**src/include/slr_pkg.sv**
```systemverilog
// Purpose: constants and carriers for the sync line rate and cts delay block
// Assumes: 100 MHz system clock, static jumper selectors
// Notes: selector codes are binary, rate codes 0 to 5 and delay codes 0 to 2
// Behaviour
// - six selectable rates, 600 to 19200 bps
// - factory rate setting gives 9600 bps
// - bit clock generated internally, driven out
// - wait configured delay after rts before cts
// - delay choices long 53, short 7, none
// - factory delay setting gives immediate cts
// - transmit and receive pairs run simultaneously
// - control signals never cross the line
package slr_pkg;
  localparam int unsigned CLK_HZ = 100_000_000;
  localparam int unsigned RATE_N = 6;
  localparam logic [2:0] RATE_600   = 3'h0;
  localparam logic [2:0] RATE_1200  = 3'h1;
  localparam logic [2:0] RATE_2400  = 3'h2;
  localparam logic [2:0] RATE_4800  = 3'h3;
  localparam logic [2:0] RATE_9600  = 3'h4;
  localparam logic [2:0] RATE_19200 = 3'h5;
  localparam logic [2:0] RATE_DEFAULT = RATE_9600;
  localparam logic [1:0] DLY_NONE  = 2'h0;
  localparam logic [1:0] DLY_SHORT = 2'h1;
  localparam logic [1:0] DLY_LONG  = 2'h2;
  localparam logic [1:0] DLY_DEFAULT = DLY_NONE;
  localparam int unsigned DLY_LONG_MS  = 53;
  localparam int unsigned DLY_SHORT_MS = 7;
  localparam int unsigned DLY_LONG_CYC  = DLY_LONG_MS * (CLK_HZ / 1000);
  localparam int unsigned DLY_SHORT_CYC = DLY_SHORT_MS * (CLK_HZ / 1000);
  // half period cycles: 100e6/(2*bps), truncated, error well under 0.01 percent
  localparam int unsigned HALF_600   = CLK_HZ / (2 * 600);
  localparam int unsigned HALF_19200 = CLK_HZ / (2 * 19200);
  localparam int unsigned SYNC_W = 3;
  typedef struct packed {
    logic [SYNC_W-1:0] rts_sync;
    logic [SYNC_W-1:0] td_sync;
    logic [SYNC_W-1:0] line_rx_sync;
    logic              rts;
    logic [22:0]       dly_cnt;
    logic              cts;
    logic [16:0]       div_cnt;
    logic              bit_clk;
    logic              tx_bit;
    logic              rd_bit;
  } slr_state_s;
endpackage : slr_pkg

```
**src/rtl/slr_core.sv**
```systemverilog
// Purpose: rate clock generator, cts delay and full duplex data path
// Assumes: selectors static; td sampled and rd updated on the rising bit clock
// Notes: control lines stay local and never reach the line pair
module slr_core #(
  parameter int unsigned LONG_CYC  = slr_pkg::DLY_LONG_CYC,
  parameter int unsigned SHORT_CYC = slr_pkg::DLY_SHORT_CYC
) (
  input  wire logic       i_clk,
  input  wire logic       i_srst,
  input  wire logic [2:0] i_rate_sel,
  input  wire logic [1:0] i_dly_sel,
  input  wire logic       i_rts,
  input  wire logic       i_td,
  input  wire logic       i_line_rx,
  output logic            o_cts,
  output logic            o_tx_clk,
  output logic            o_rx_clk,
  output logic            o_line_tx,
  output logic            o_rd
);

  localparam int unsigned DIV_W = 17;
  localparam int unsigned DLY_W = 23;

  // delay counter must reach the longest target
  if (LONG_CYC < 2 || SHORT_CYC < 2)
  begin : g_dly_min
    $error("slr_core: delay counts too small");
  end

  if (LONG_CYC >= (1 << DLY_W) || SHORT_CYC >= (1 << DLY_W))
  begin : g_dly_max
    $error("slr_core: delay counts exceed counter");
  end

  // slowest rate sets the divider width
  if (slr_pkg::HALF_600 >= (1 << DIV_W))
  begin : g_div_max
    $error("slr_core: divider too narrow for slowest rate");
  end

  slr_pkg::slr_state_s st_reg;
  slr_pkg::slr_state_s st_next;

  logic [DIV_W-1:0] half;
  logic [DLY_W-1:0] dly_tgt;
  logic             rts_hi;
  logic             rts_lo;
  logic             td_agree;
  logic             rx_agree;
  logic             div_wrap;
  logic             rise;

  always_comb
  begin
    unique case (i_rate_sel)
      slr_pkg::RATE_600:
      begin
        half = DIV_W'(slr_pkg::HALF_600);
      end
      slr_pkg::RATE_1200:
      begin
        half = DIV_W'(slr_pkg::HALF_600 / 2);
      end
      slr_pkg::RATE_2400:
      begin
        half = DIV_W'(slr_pkg::HALF_600 / 4);
      end
      slr_pkg::RATE_4800:
      begin
        half = DIV_W'(slr_pkg::HALF_600 / 8);
      end
      slr_pkg::RATE_19200:
      begin
        half = DIV_W'(slr_pkg::HALF_19200);
      end
      default:
      begin
        half = DIV_W'(slr_pkg::HALF_600 / 16);
      end
    endcase
  end

  always_comb
  begin
    unique case (i_dly_sel)
      slr_pkg::DLY_LONG:
      begin
        dly_tgt = DLY_W'(LONG_CYC);
      end
      slr_pkg::DLY_SHORT:
      begin
        dly_tgt = DLY_W'(SHORT_CYC);
      end
      default:
      begin
        dly_tgt = 23'h00_0000;
      end
    endcase
  end

  // level seen once stages two and three agree
  always_comb
  begin
    rts_hi   = st_reg.rts_sync[2] & st_reg.rts_sync[1];
    rts_lo   = ~st_reg.rts_sync[2] & ~st_reg.rts_sync[1];
    td_agree = (st_reg.td_sync[2] == st_reg.td_sync[1]);
    rx_agree = (st_reg.line_rx_sync[2] == st_reg.line_rx_sync[1]);
  end

  always_comb
  begin
    div_wrap = (st_reg.div_cnt >= half - 17'h0_0001);
    rise     = div_wrap & ~st_reg.bit_clk;
  end

  always_comb
  begin
    st_next = st_reg;

    // three stage synchronisers
    st_next.rts_sync     = {st_reg.rts_sync[1:0], i_rts};
    st_next.td_sync      = {st_reg.td_sync[1:0], i_td};
    st_next.line_rx_sync = {st_reg.line_rx_sync[1:0], i_line_rx};

    // glitches under two cycles never move the level
    if (rts_hi)
    begin
      st_next.rts = 1'b1;
    end
    else if (rts_lo)
    begin
      st_next.rts = 1'b0;
    end

    if (!st_reg.rts)
    begin
      st_next.cts     = 1'b0;
      st_next.dly_cnt = 23'h00_0000;
    end
    else if (!st_reg.cts)
    begin
      if (st_reg.dly_cnt >= dly_tgt)
      begin
        st_next.cts = 1'b1;
      end
      else
      begin
        st_next.dly_cnt = st_reg.dly_cnt + 23'h00_0001;
      end
    end

    if (div_wrap)
    begin
      st_next.div_cnt = 17'h0_0000;
      st_next.bit_clk = ~st_reg.bit_clk;
    end
    else
    begin
      st_next.div_cnt = st_reg.div_cnt + 17'h0_0001;
    end

    // both directions move each bit
    // a bit still settling keeps the previous level
    if (rise)
    begin
      if (td_agree)
      begin
        st_next.tx_bit = st_reg.td_sync[2];
      end
      if (rx_agree)
      begin
        st_next.rd_bit = st_reg.line_rx_sync[2];
      end
    end
  end

  // data idles at mark level during reset
  always_ff @(posedge i_clk)
  begin
    if (i_srst)
    begin
      st_reg         <= '0;
      st_reg.tx_bit  <= 1'b1;
      st_reg.rd_bit  <= 1'b1;
    end
    else
    begin
      st_reg <= st_next;
    end
  end

  // cts local only, line carries data
  assign o_cts     = st_reg.cts;
  assign o_tx_clk  = st_reg.bit_clk;
  assign o_rx_clk  = st_reg.bit_clk;
  assign o_line_tx = st_reg.tx_bit;
  assign o_rd      = st_reg.rd_bit;

endmodule : slr_core

```
**config.mk**
```make
export PLATFORM = sky130hd
export DESIGN_NAME = slr_core
export DESIGN_NICKNAME = d
export VERILOG_FILES = /design/src/include/slr_pkg.sv /design/src/rtl/slr_core.sv
export SDC_FILE = /design/constraint.sdc
export NUM_CORES = 1
export LEC_CHECK = 0
export BUFFER_PORTS_ARGS = -buffer_cell sky130_fd_sc_hd__clkbuf_2
export CAP_MARGIN = 20
export CORE_ASPECT_RATIO = 0.9
export CORE_MARGIN = 5
export CORE_UTILIZATION = 40
export CTS_CLUSTER_DIAMETER = 200
export CTS_CLUSTER_SIZE = 40
export DETAILED_ROUTE_END_ITERATION = 12
export GPL_ROUTABILITY_DRIVEN = 0
export HOLD_SLACK_MARGIN = 0.15
export SLEW_MARGIN = 20
export SYNTH_ARGS = -nofsm -noshare
export SYNTH_HDL_FRONTEND = slang
export SYNTH_SLANG_ARGS = --single-unit
```
**constraint.sdc**
```tcl
create_clock -name i_clk -period 3.7 [get_ports i_clk]
set_input_delay 0.74 -clock i_clk [delete_from_list [all_inputs] [get_ports i_clk]]
set_output_delay 0.74 -clock i_clk [all_outputs]
set_load 0.01 [all_outputs]
```
==> results of run 1 <==
## power by group
part / total (mW) / internal, mW / switching (mW)
Combinational: 0.104 / 0.0472 / 0.0567
Sequential: 0.601 / 0.592 / 0.00872
Clock: 0.341 / 0.137 / 0.204
Total: 1.05 / 0.777 / 0.269
## final cells by class
cell class / instances / area (µm²)
Fill cell: 795 / 4500
Sequential cell: 54 / 1080
Clock inverter: 3 / 26.3
Timing Repair Buffer: 16 / 85.1
Inverter: 15 / 56.3
Multi-Input combinational cell: 288 / 2010
Tap cell: 99 / 124
Clock buffer: 5 / 68.8
## worst register-to-register path, stage by stage, from the launching register on
cell	delay, ps
dfxtp_1	470
inv_1	80
ha_1	280
and3_1	160
a211o_1	320
a211oi_4	280
o21ai_2	300
or4_1	580
a21oi_1	150
## stage by stage
stage	cells	area, µm²	hold WS [ps]	setup slack [ps]
final	480	3450	445	508
after global routing	480	3450	471	235
after CTS	480	3450	453	527
after detailed placement	472	3360	425	204
after global placement	472	3360	416	243
after floorplan	371	3220	414	424
## routing by layer
layer	track usage, %	wire length, µm	up-vias
met5	0	0	-
li1	-	-	1356
met2	21.0	2660	22
met1	18.4	3300	1227
met3	2.44	145	6
met4	2.91	47	0
## cell families after synthesis
family	share of synthesized area, %
muxes	0.972
buffers and inverters	3.85
and+or+nand+nor	24.9
DFF	33.6
AOI/OAI and AO/OA	15.9
xor gates and xnor gates	5.99
adders and majority gates	14.8
## cell usage in the layout (no fill, tap or decap), types with 13 or more instances in the layout
master / instances
dfxtp_1: 54
nand3_1: 23
a21oi_1: 25
o21ai_0: 13
nor2_1: 32
inv_1: 15
clkbuf_2: 14
nor2b_1: 13
xor2_1: 13
nand2_1: 21
ha_1: 38
## final timing paths
path	cells past startpoint	slack, ps	end	startpoint
max reg2reg	8	990	st_reg[28]	st_reg[26]
max	12	510	o_rd	i_rate_sel[2]
min	1	450	st_next[50]	st_next[49]
min reg2reg	1	450	st_next[50]	st_next[49]
==> metrics.cfg, run 1 <==
[yosys]
synthTopCellsByCount=54 x dfxtp_1, 38 x ha_1, 32 x nor2_1, 25 x a21oi_1, 23 x nand3_1
ys_warn_count=0
ys_seq_area_share_pct=33.6
synth_edf_count=0
synthMostInstantiatedCell=dfxtp_1
async_flop_share_pct=0
syn_area_per_cell_um2=8.67
synth_top_area_cell=dfxtp_1
synth_ff_type=dfxtp_1
syn_inst=371
synthTopCellsByArea=dfxtp_1 34%, ha_1 15%, a21oi_1 3.9%, nor2_1 3.7%, nand3_1 3.6%
synth_top_area_share_pct=33.6
ys_ff_latch=54
syn_nets=419
synth_cell_types=47
syn_area_mm2=0.00322

[clock_tree]
postCtsHoldBufs=0
clkTransAtPathRegs_ps=100
clockRootBuffer=clkbuf_8
htreeDepth=2
cts_resized=0
numCtsBuffers=5
cts.sinks=54
clk_latency_ps=310
cts_tree=yes
post_cts_buffers=0
cts_buffer_depth=2

[power_and_ir_drop]
p_per_area_mw_per_mm2=303
vdd_drop_max_mv=0.136
p_leak_nw=1.35
finalPower_mw=1.05

[die]
die-width_um=105
fp.dieH_um=95.1
rows=31
core_mm2=0.00795
die-area_mm2=0.00994
start_util_pct=40.5
ios=15

[sta]
setup_tns_ps=0
hold_viol_final=0
tightest_slew_ps=883
rsz0062_at_grt=false
slew_headroom_pct=41.0
max_freq_mhz=313
finalSetupViolations=0
clock_skew_ps=5.01
maxSlewViolCount=0
min_period_ps=3190
min_period_over_period_pct=86.3

[worst_setup_path]
path_cells=clkbuf_2 > nand2b_1 > nand2b_1 > ha_1 > o21a_1 > ha_1 > and4_1 > a221oi_1 > o21ai_0 > o21bai_1 > a21oi_1 > o311a_1
critPathArrivalTime_ps=3400
end_kind=flip-flop
worstPathRequired_ps=3910
cp_top_family=compound AO/OA/AOI/OAI gates
start_kind=input port
cp_slowest_cell=o311a_1
cpPeakStageDelay_ps=310
critPathKind=in -> reg
critPathBufInv=1
cp_max_fo=11

[routing]
drt-total-wl_um=6150
viasPerCell=5.44
vias=2611
ant_nets=0
routedWlPerCell_um=12.8
drtIter0Drc=63
drc=0
dr.pass1.iters=4

[layout]
syn2layout_area_growth_pct=7.35
drive_above_1_share_pct=8.40
nets=428
utilization_pct=43.4
largest_reg_flops=44
antennaDiodeCount=0

[global_routing]
track_usage_pct=13.1
grt_antenna_before_repair=0
grt_pass1_wl_um=11000
grt.overflow.total=0
grt_max_degree=26
first_global_vias=2378

[place]
portBuffers=14
hpwl_um=4600

[hold_path]
min_path_type=reg -> reg

[outcome]
status=complete, no violations

[run]
maxCapViolations=0

Power figures use the tool's default switching activity.
==> run 2: changes to the inputs <==
- ABC_AREA: unset -> 1
- BUFFER_PORTS_ARGS: -buffer_cell sky130_fd_sc_hd__clkbuf_2 -> -buffer_cell sky130_fd_sc_hd__buf_4
==> run 2 against run 1 <==
Compared with the run above: maximum frequency rose by 5.8%; worst hold slack got worse by 39 ps; register-to-register slack better by 650 ps.
==> metrics.cfg, run 2 <==
[layout]
layoutNonFillerInstCount=658  ; +37%
antennaDiodeCount=0  ; unchanged
largest_reg_flops=44  ; unchanged
design_area_mm2=0.00392  ; +13%
mostFrequentLayoutCell=nand2_1
nets=583  ; +36%
drive_above_1_share_pct=8.58  ; +0.18 points
mostFrequentLayoutCells=129 x nand2_1, 74 x nor2_1, 55 x inv_1
syn2layout_area_growth_pct=6.90

[power_and_ir_drop]
clkPwrFrac_pct=33.3  ; +0.7 points
p_leak_nw=1.67  ; +24%
swShare_pct=27.1  ; +1.4 points
combPwrFrac_pct=10.5  ; +0.6 points
p_per_area_mw_per_mm2=270  ; -11%
power_switching_mw=0.286  ; +6.3%
finalPower_mw=1.06  ; +0.95%
vdd_drop_max_mv=0.154  ; +13%
seqPwrFrac_pct=56.3  ; -1.2 points
p_int_mw=0.770  ; -0.90%

[yosys]
async_flop_share_pct=0  ; unchanged
syn_area_mm2=0.00366  ; +14%
synthMostInstantiatedCell=nand2_1
synth_ff_type=dfxtp_1
synth_cell_types=40  ; -15%
synth_xor_area_share_pct=5.74  ; -0.25 points
synth.area.mux_share_pct=0  ; -0.97 points
synthTopCellsByCount=129 x nand2_1, 74 x nor2_1, 55 x inv_1, 54 x dfxtp_1, 39 x nand3_1
synth_compound_area_share_pct=7.89  ; -8.0 points
syn_inst=524  ; +41%
yosys.area_share.adder_pct=13.0  ; -1.8 points
synthTopCellsByArea=dfxtp_1 30%, nand2_1 13%, ha_1 13%, nor2_1 7.6%, inv_1 5.6%
synth_top_family_by_area=simple AND/OR/NAND/NOR gates
synth_top_area_share_pct=29.5  ; -4.1 points
ys_warn_count=0  ; unchanged
synth_edf_count=0  ; unchanged
synth_top_area_cell=dfxtp_1
ys_ff_latch=54  ; unchanged
syn_nets=572  ; +37%
synth-simple-area-share_pct=34.8  ; +9.9 points
ys_seq_area_share_pct=29.5  ; -4.1 points
syn_area_per_cell_um2=6.99  ; -19%

[routing]
drt-total-wl_um=7740  ; +26%
ant_nets=0  ; unchanged
routedWlPerCell_um=11.8  ; -8.2%
dr.pass1.iters=4  ; unchanged
drtIter0Drc=134  ; +110%
vias=3173  ; +22%
viasPerCell=4.82  ; -11%
drc=0  ; unchanged

[worst_setup_path]
cpMostUsedCell=nor2_1
worstPathRequired_ps=3930  ; +20 ps
start_kind=input port
critPathArrivalTime_ps=3250  ; -150 ps
end_kind=flip-flop
critPathKind=in -> reg
cpPeakStageDelay_ps=410  ; +100 ps
cp_max_fo=17  ; +6
cp_slowest_cell=nand4_2
path_cells=buf_4 > nor2_1 > nand2_1 > ha_1 > inv_1 > nor3_1 > xor2_1 > ha_1 > nand2_1 > nor2_1 > nand3_1 > nor2_1 > nor2_1 > nand4_2 > nor3b_1

[sta]
finalSetupViolations=0  ; unchanged
clock_skew_ps=8.41  ; +3.40 ps
setup_tns_ps=0  ; unchanged
tightest_slew_ps=747  ; -137 ps
min_period_ps=3020  ; -174 ps
max_freq_mhz=331  ; +5.8%
layout_setup_ws_ps=682  ; +174 ps
rsz0062_at_grt=false
maxSlewViolCount=0  ; unchanged
slew_headroom_pct=50.1  ; +9.1 points
hold_viol_final=0  ; unchanged
min_period_over_period_pct=81.6  ; -4.7 points

[die]
ios=15  ; unchanged
fp.dieH_um=101  ; +6.0%
die-width_um=111  ; +6.1%
start_util_pct=40.5  ; +0.058 points
core_mm2=0.00904  ; +14%
rows=33  ; +6.5%
die-area_mm2=0.0112  ; +12%

[clock_tree]
cts_tree=yes
cts.sinks=54  ; unchanged
cts_resized=0  ; unchanged
htreeDepth=2  ; unchanged
clockRootBuffer=clkbuf_8
postCtsHoldBufs=0  ; unchanged
clk_latency_ps=310  ; about the same
cts_buffer_depth=2  ; unchanged
clkTransAtPathRegs_ps=110  ; about the same
numCtsBuffers=5  ; unchanged
post_cts_buffers=0  ; unchanged

[place]
dpl-instance-area_mm2=0.00382  ; +14%
dp.cells=650  ; +38%
pre_cts_ws_ps=349  ; +145 ps
hpwl_um=6010  ; +31%
portBuffers=14  ; unchanged

[global_routing]
grt.overflow.total=0  ; unchanged
grt_antenna_before_repair=0  ; unchanged
track_usage_pct=14.3  ; +1.2 points
first_global_vias=2910  ; +22%
grt_pass1_wl_um=13400  ; +23%
grt_max_degree=29  ; +12%

[outcome]
status=complete, no violations

[hold_path]
min_path_type=reg -> reg

[run]
maxCapViolations=0  ; unchanged

[run 2: cell count changes in the layout (fill, tap and decap cells not counted), sizes merged, moves of 13 or more]
cell | previous run | this run
nand2 | 21 | 131
clkbuf | 19 | 5
inv | 15 | 60
nor2 | 34 | 79
buf | 2 | 16
nand3 | 23 | 42
nor2b | 13 | 0
[run 2: path summary, 6_finish.rpt]
path,start,to,slack (ps),depth (start not counted)
worst max-delay path,i_rate_sel[2],st_reg[14],680,15
worst min-delay path,st_next[52],st_next[53],410,2
worst max register to register,st_reg[13],st_reg[14],1640,8
worst min register to register,st_next[52],st_next[53],410,2
[run 2: final cells by class]
class / count / area (µm²)
repair buffers: 16 / 120
clock buffers: 5 / 68.8
multi-input cells: 400 / 2250
fillers: 956 / 5130
well taps: 122 / 153
flip-flops and latches: 54 / 1080
clock inverters: 3 / 26.3
inverters: 58 / 218
[run 2: kinds of logic after synthesis]
family / Yosys count
compound gates: 53
simple gates: 285
flops: 54
xor+xnor: 24
fa+ha+maj: 38
buf+inv: 70
[run 2: worst max-delay path: cells and delay by family]
| kind | cells | cell delay [ps] |
|---|---|---|
| xor+xnor | 1 | 150 |
| fa+ha+maj | 2 | 510 |
| buf+inv | 2 | 220 |
| simple gates | 10 | 1600 |
[run 2: per-stage QoR]
| stage | utilization, % | hold slack (ps) |
|---|---|---|
| 2_1_floorplan | - | 388 |
| 3_3_place_gp | 42.3 | 390 |
| 3_5_place_dp | 42.3 | 398 |
| 4_1_cts | 43.3 | 415 |
| 5_1_grt | 43.3 | 434 |
| 6_report | 43.3 | 407 |
[run 2: power by group through the flow]
stage               Combinational (mW)  Clock, mW  Sequential (mW)
floorplan                       0.0864          0            0.606
global placement                 0.108          0            0.607
detailed placement               0.111          0            0.608
CTS                              0.112      0.368            0.595
global route                     0.129      0.390            0.596
finish                           0.110      0.351            0.594
[run 2: routing by layer]
| layer | share of wire, % | up-vias | track usage (%) |
|---|---|---|---|
| li1 | - | 1716 | - |
| met1 | 53 | 1402 | 20.0 |
| met2 | 42 | 49 | 23.3 |
| met3 | 4.8 | 6 | 2.58 |
| met4 | 0.62 | 0 | 2.56 |
| met5 | 0 | - | 0 |
==> run 3: changes to the inputs <==
- clock period: 3.7 -> 2.8 ns (I/O delays scaled with it)
==> run 3 against run 2 <==
Compared with the run above: cell count grew 0.76%; sequential share of layout area fell by 0.49 points; core utilization increased by 0.79 points.
==> metrics.cfg, run 3 (synthesized netlist as in run 2, its figures left out) <==
[die]
core_mm2=0.00904  ; unchanged
rows=33  ; unchanged
die-width_um=111  ; unchanged
ios=15  ; unchanged
start_util_pct=40.5  ; unchanged
die-area_mm2=0.0112  ; unchanged
fp.dieH_um=101  ; unchanged

[sta]
hold_viol_final=0  ; unchanged
tightest_slew_ps=460  ; -286 ps
finalSetupViolations=0  ; unchanged
maxSlewViolCount=0  ; unchanged
max_freq_mhz=399
rsz0062_at_grt=false
min_period_ps=2510
min_period_over_period_pct=89.5
setup_tns_ps=0  ; unchanged
slew_headroom_pct=69.2  ; +19 points
clock_skew_ps=7.29  ; -1.13 ps

[power_and_ir_drop]
p_leak_nw=1.71  ; +2.2%
vdd_drop_max_mv=0.326  ; +110%
p_per_area_mw_per_mm2=372  ; +38%

[worst_setup_path]
worstPathRequired_ps=3020  ; -910 ps
worstReg2RegStart=st_reg[17]
worst-r2r-setup-slack_ps=920  ; -720 ps
r2r_cells=10  ; +2
start_kind=input port
cp_max_fo=5  ; -12
crit_end=o_line_tx
end_kind=flip-flop
crit_path_start=i_rate_sel[0]
critPathArrivalTime_ps=2730  ; -520 ps
critPathKind=in -> reg
rr_endpoint=o_line_tx

[outcome]
status=complete, no violations

[run]
maxCapViolations=0  ; unchanged

[place]
hpwl_um=6030  ; +0.42%
dpl-instance-area_mm2=0.00387  ; +1.3%
portBuffers=14  ; unchanged

[routing]
viasPerCell=4.89  ; +1.3%
routedWlPerCell_um=11.7  ; -0.43%
ant_nets=0  ; unchanged
drt-total-wl_um=7770  ; +0.32%
drc=0  ; unchanged
vias=3239  ; +2.1%
drtIter0Drc=133  ; -0.75%
dr.pass1.iters=5  ; +1

[global_routing]
grt.overflow.total=0  ; unchanged
first_global_vias=2985  ; +2.6%
grt_pass1_wl_um=13900  ; +3.2%
grt_antenna_before_repair=0  ; unchanged
grt_max_degree=29  ; unchanged
track_usage_pct=14.7  ; +0.41 points

[layout]
mostFrequentLayoutCells=129 x nand2_1, 74 x nor2_1, 55 x inv_1
syn2layout_area_growth_pct=8.85
largest_reg_flops=44  ; unchanged
nets=588  ; +0.86%
mostFrequentLayoutCell=nand2_1
drive_above_1_share_pct=9.43  ; +0.84 points
design_area_mm2=0.00399  ; +1.8%
n_fill_cell=924  ; -3.3%
antennaDiodeCount=0  ; unchanged

[clock_tree]
clockRootBuffer=clkbuf_8
clk_latency_ps=310  ; about the same
htreeDepth=2  ; unchanged
cts_tree=yes
cts_buffer_depth=2  ; unchanged
cts.sinks=54  ; unchanged
postCtsHoldBufs=0  ; unchanged
post_cts_buffers=0  ; unchanged
cts_resized=0  ; unchanged
clkTransAtPathRegs_ps=100  ; about the same
numCtsBuffers=5  ; unchanged

[hold_path]
min_path_type=reg -> reg

## run 3: cell types whose count changed in the layout (fill, tap and decap cells not counted), sizes merged
| cell | before | now |
|---|---|---|
| buf | 16 | 21 |
| inv | 60 | 59 |
| bufinv | 0 | 1 |
## run 3: power breakdown
group / internal (mW) / switching, mW / total, mW
Sequential: 0.778 / 0.00726 / 0.785
Clock: 0.272 / 0.276 / 0.547
Combinational: 0.0601 / 0.0926 / 0.153
## run 3: layout make-up
type | count | area (µm²) | area share [%]
clock buffer | 5 | 68.8 | 1.73
clock inverter | 3 | 47.5 | 1.19
inverter | 58 | 218 | 5.46
multi-input combinational | 400 | 2250 | 56.4
sequential | 54 | 1080 | 27.1
tap | 122 | 153 | 3.83
timing repair buffer | 21 | 170 | 4.27
## run 3: through the flow
stage               cells  setup WS (ps)  hold WS (ps)  power (mW)  util, %
floorplan             524            231           388       0.915        -
global placement      655           70.0           390       0.951     42.8
detailed placement    655          -48.0           397       0.957     42.8
CTS                   663            292           415        1.50     44.1
global route          663            109           433        1.55     44.1
finish                663            293           410        1.49     44.1
## run 3: worst min-delay path by stage
stage | from | to | slack, ps | cells after the start
floorplan | st_next[46] | st_next[47] | 390 | 2
global route | i_line_rx | st_next[46] | 430 | 3
finish | st_next[52] | st_next[53] | 410 | 2
global placement | st_next[52] | st_next[53] | 390 | 2
CTS | st_next[49] | st_next[50] | 420 | 2
detailed placement | st_next[49] | st_next[50] | 400 | 2
## run 3: critical path, stage by stage
cell     delay, ps
buf_4          120
or2_2          300
ha_1           180
inv_1           90
nor3_1          70
xor2_1         140
ha_1           300
nand2_1         90
nor2_1          70
nand3_1         80
nor2_1          40
nor2_1         190
nand3_1        220
nand3_1        120
nand2_1         60
inv_1           60
nand2_1         40
## run 3: per-layer routing
layer | routed length (µm) | vias to the layer above | track usage (%)
li1 | - | 1719 | -
met3 | 360 | 8 | 2.28
met4 | 68 | 0 | 3.13
met5 | 0 | - | 0
met1 | 4040 | 1441 | 21.1
met2 | 3300 | 71 | 23.4
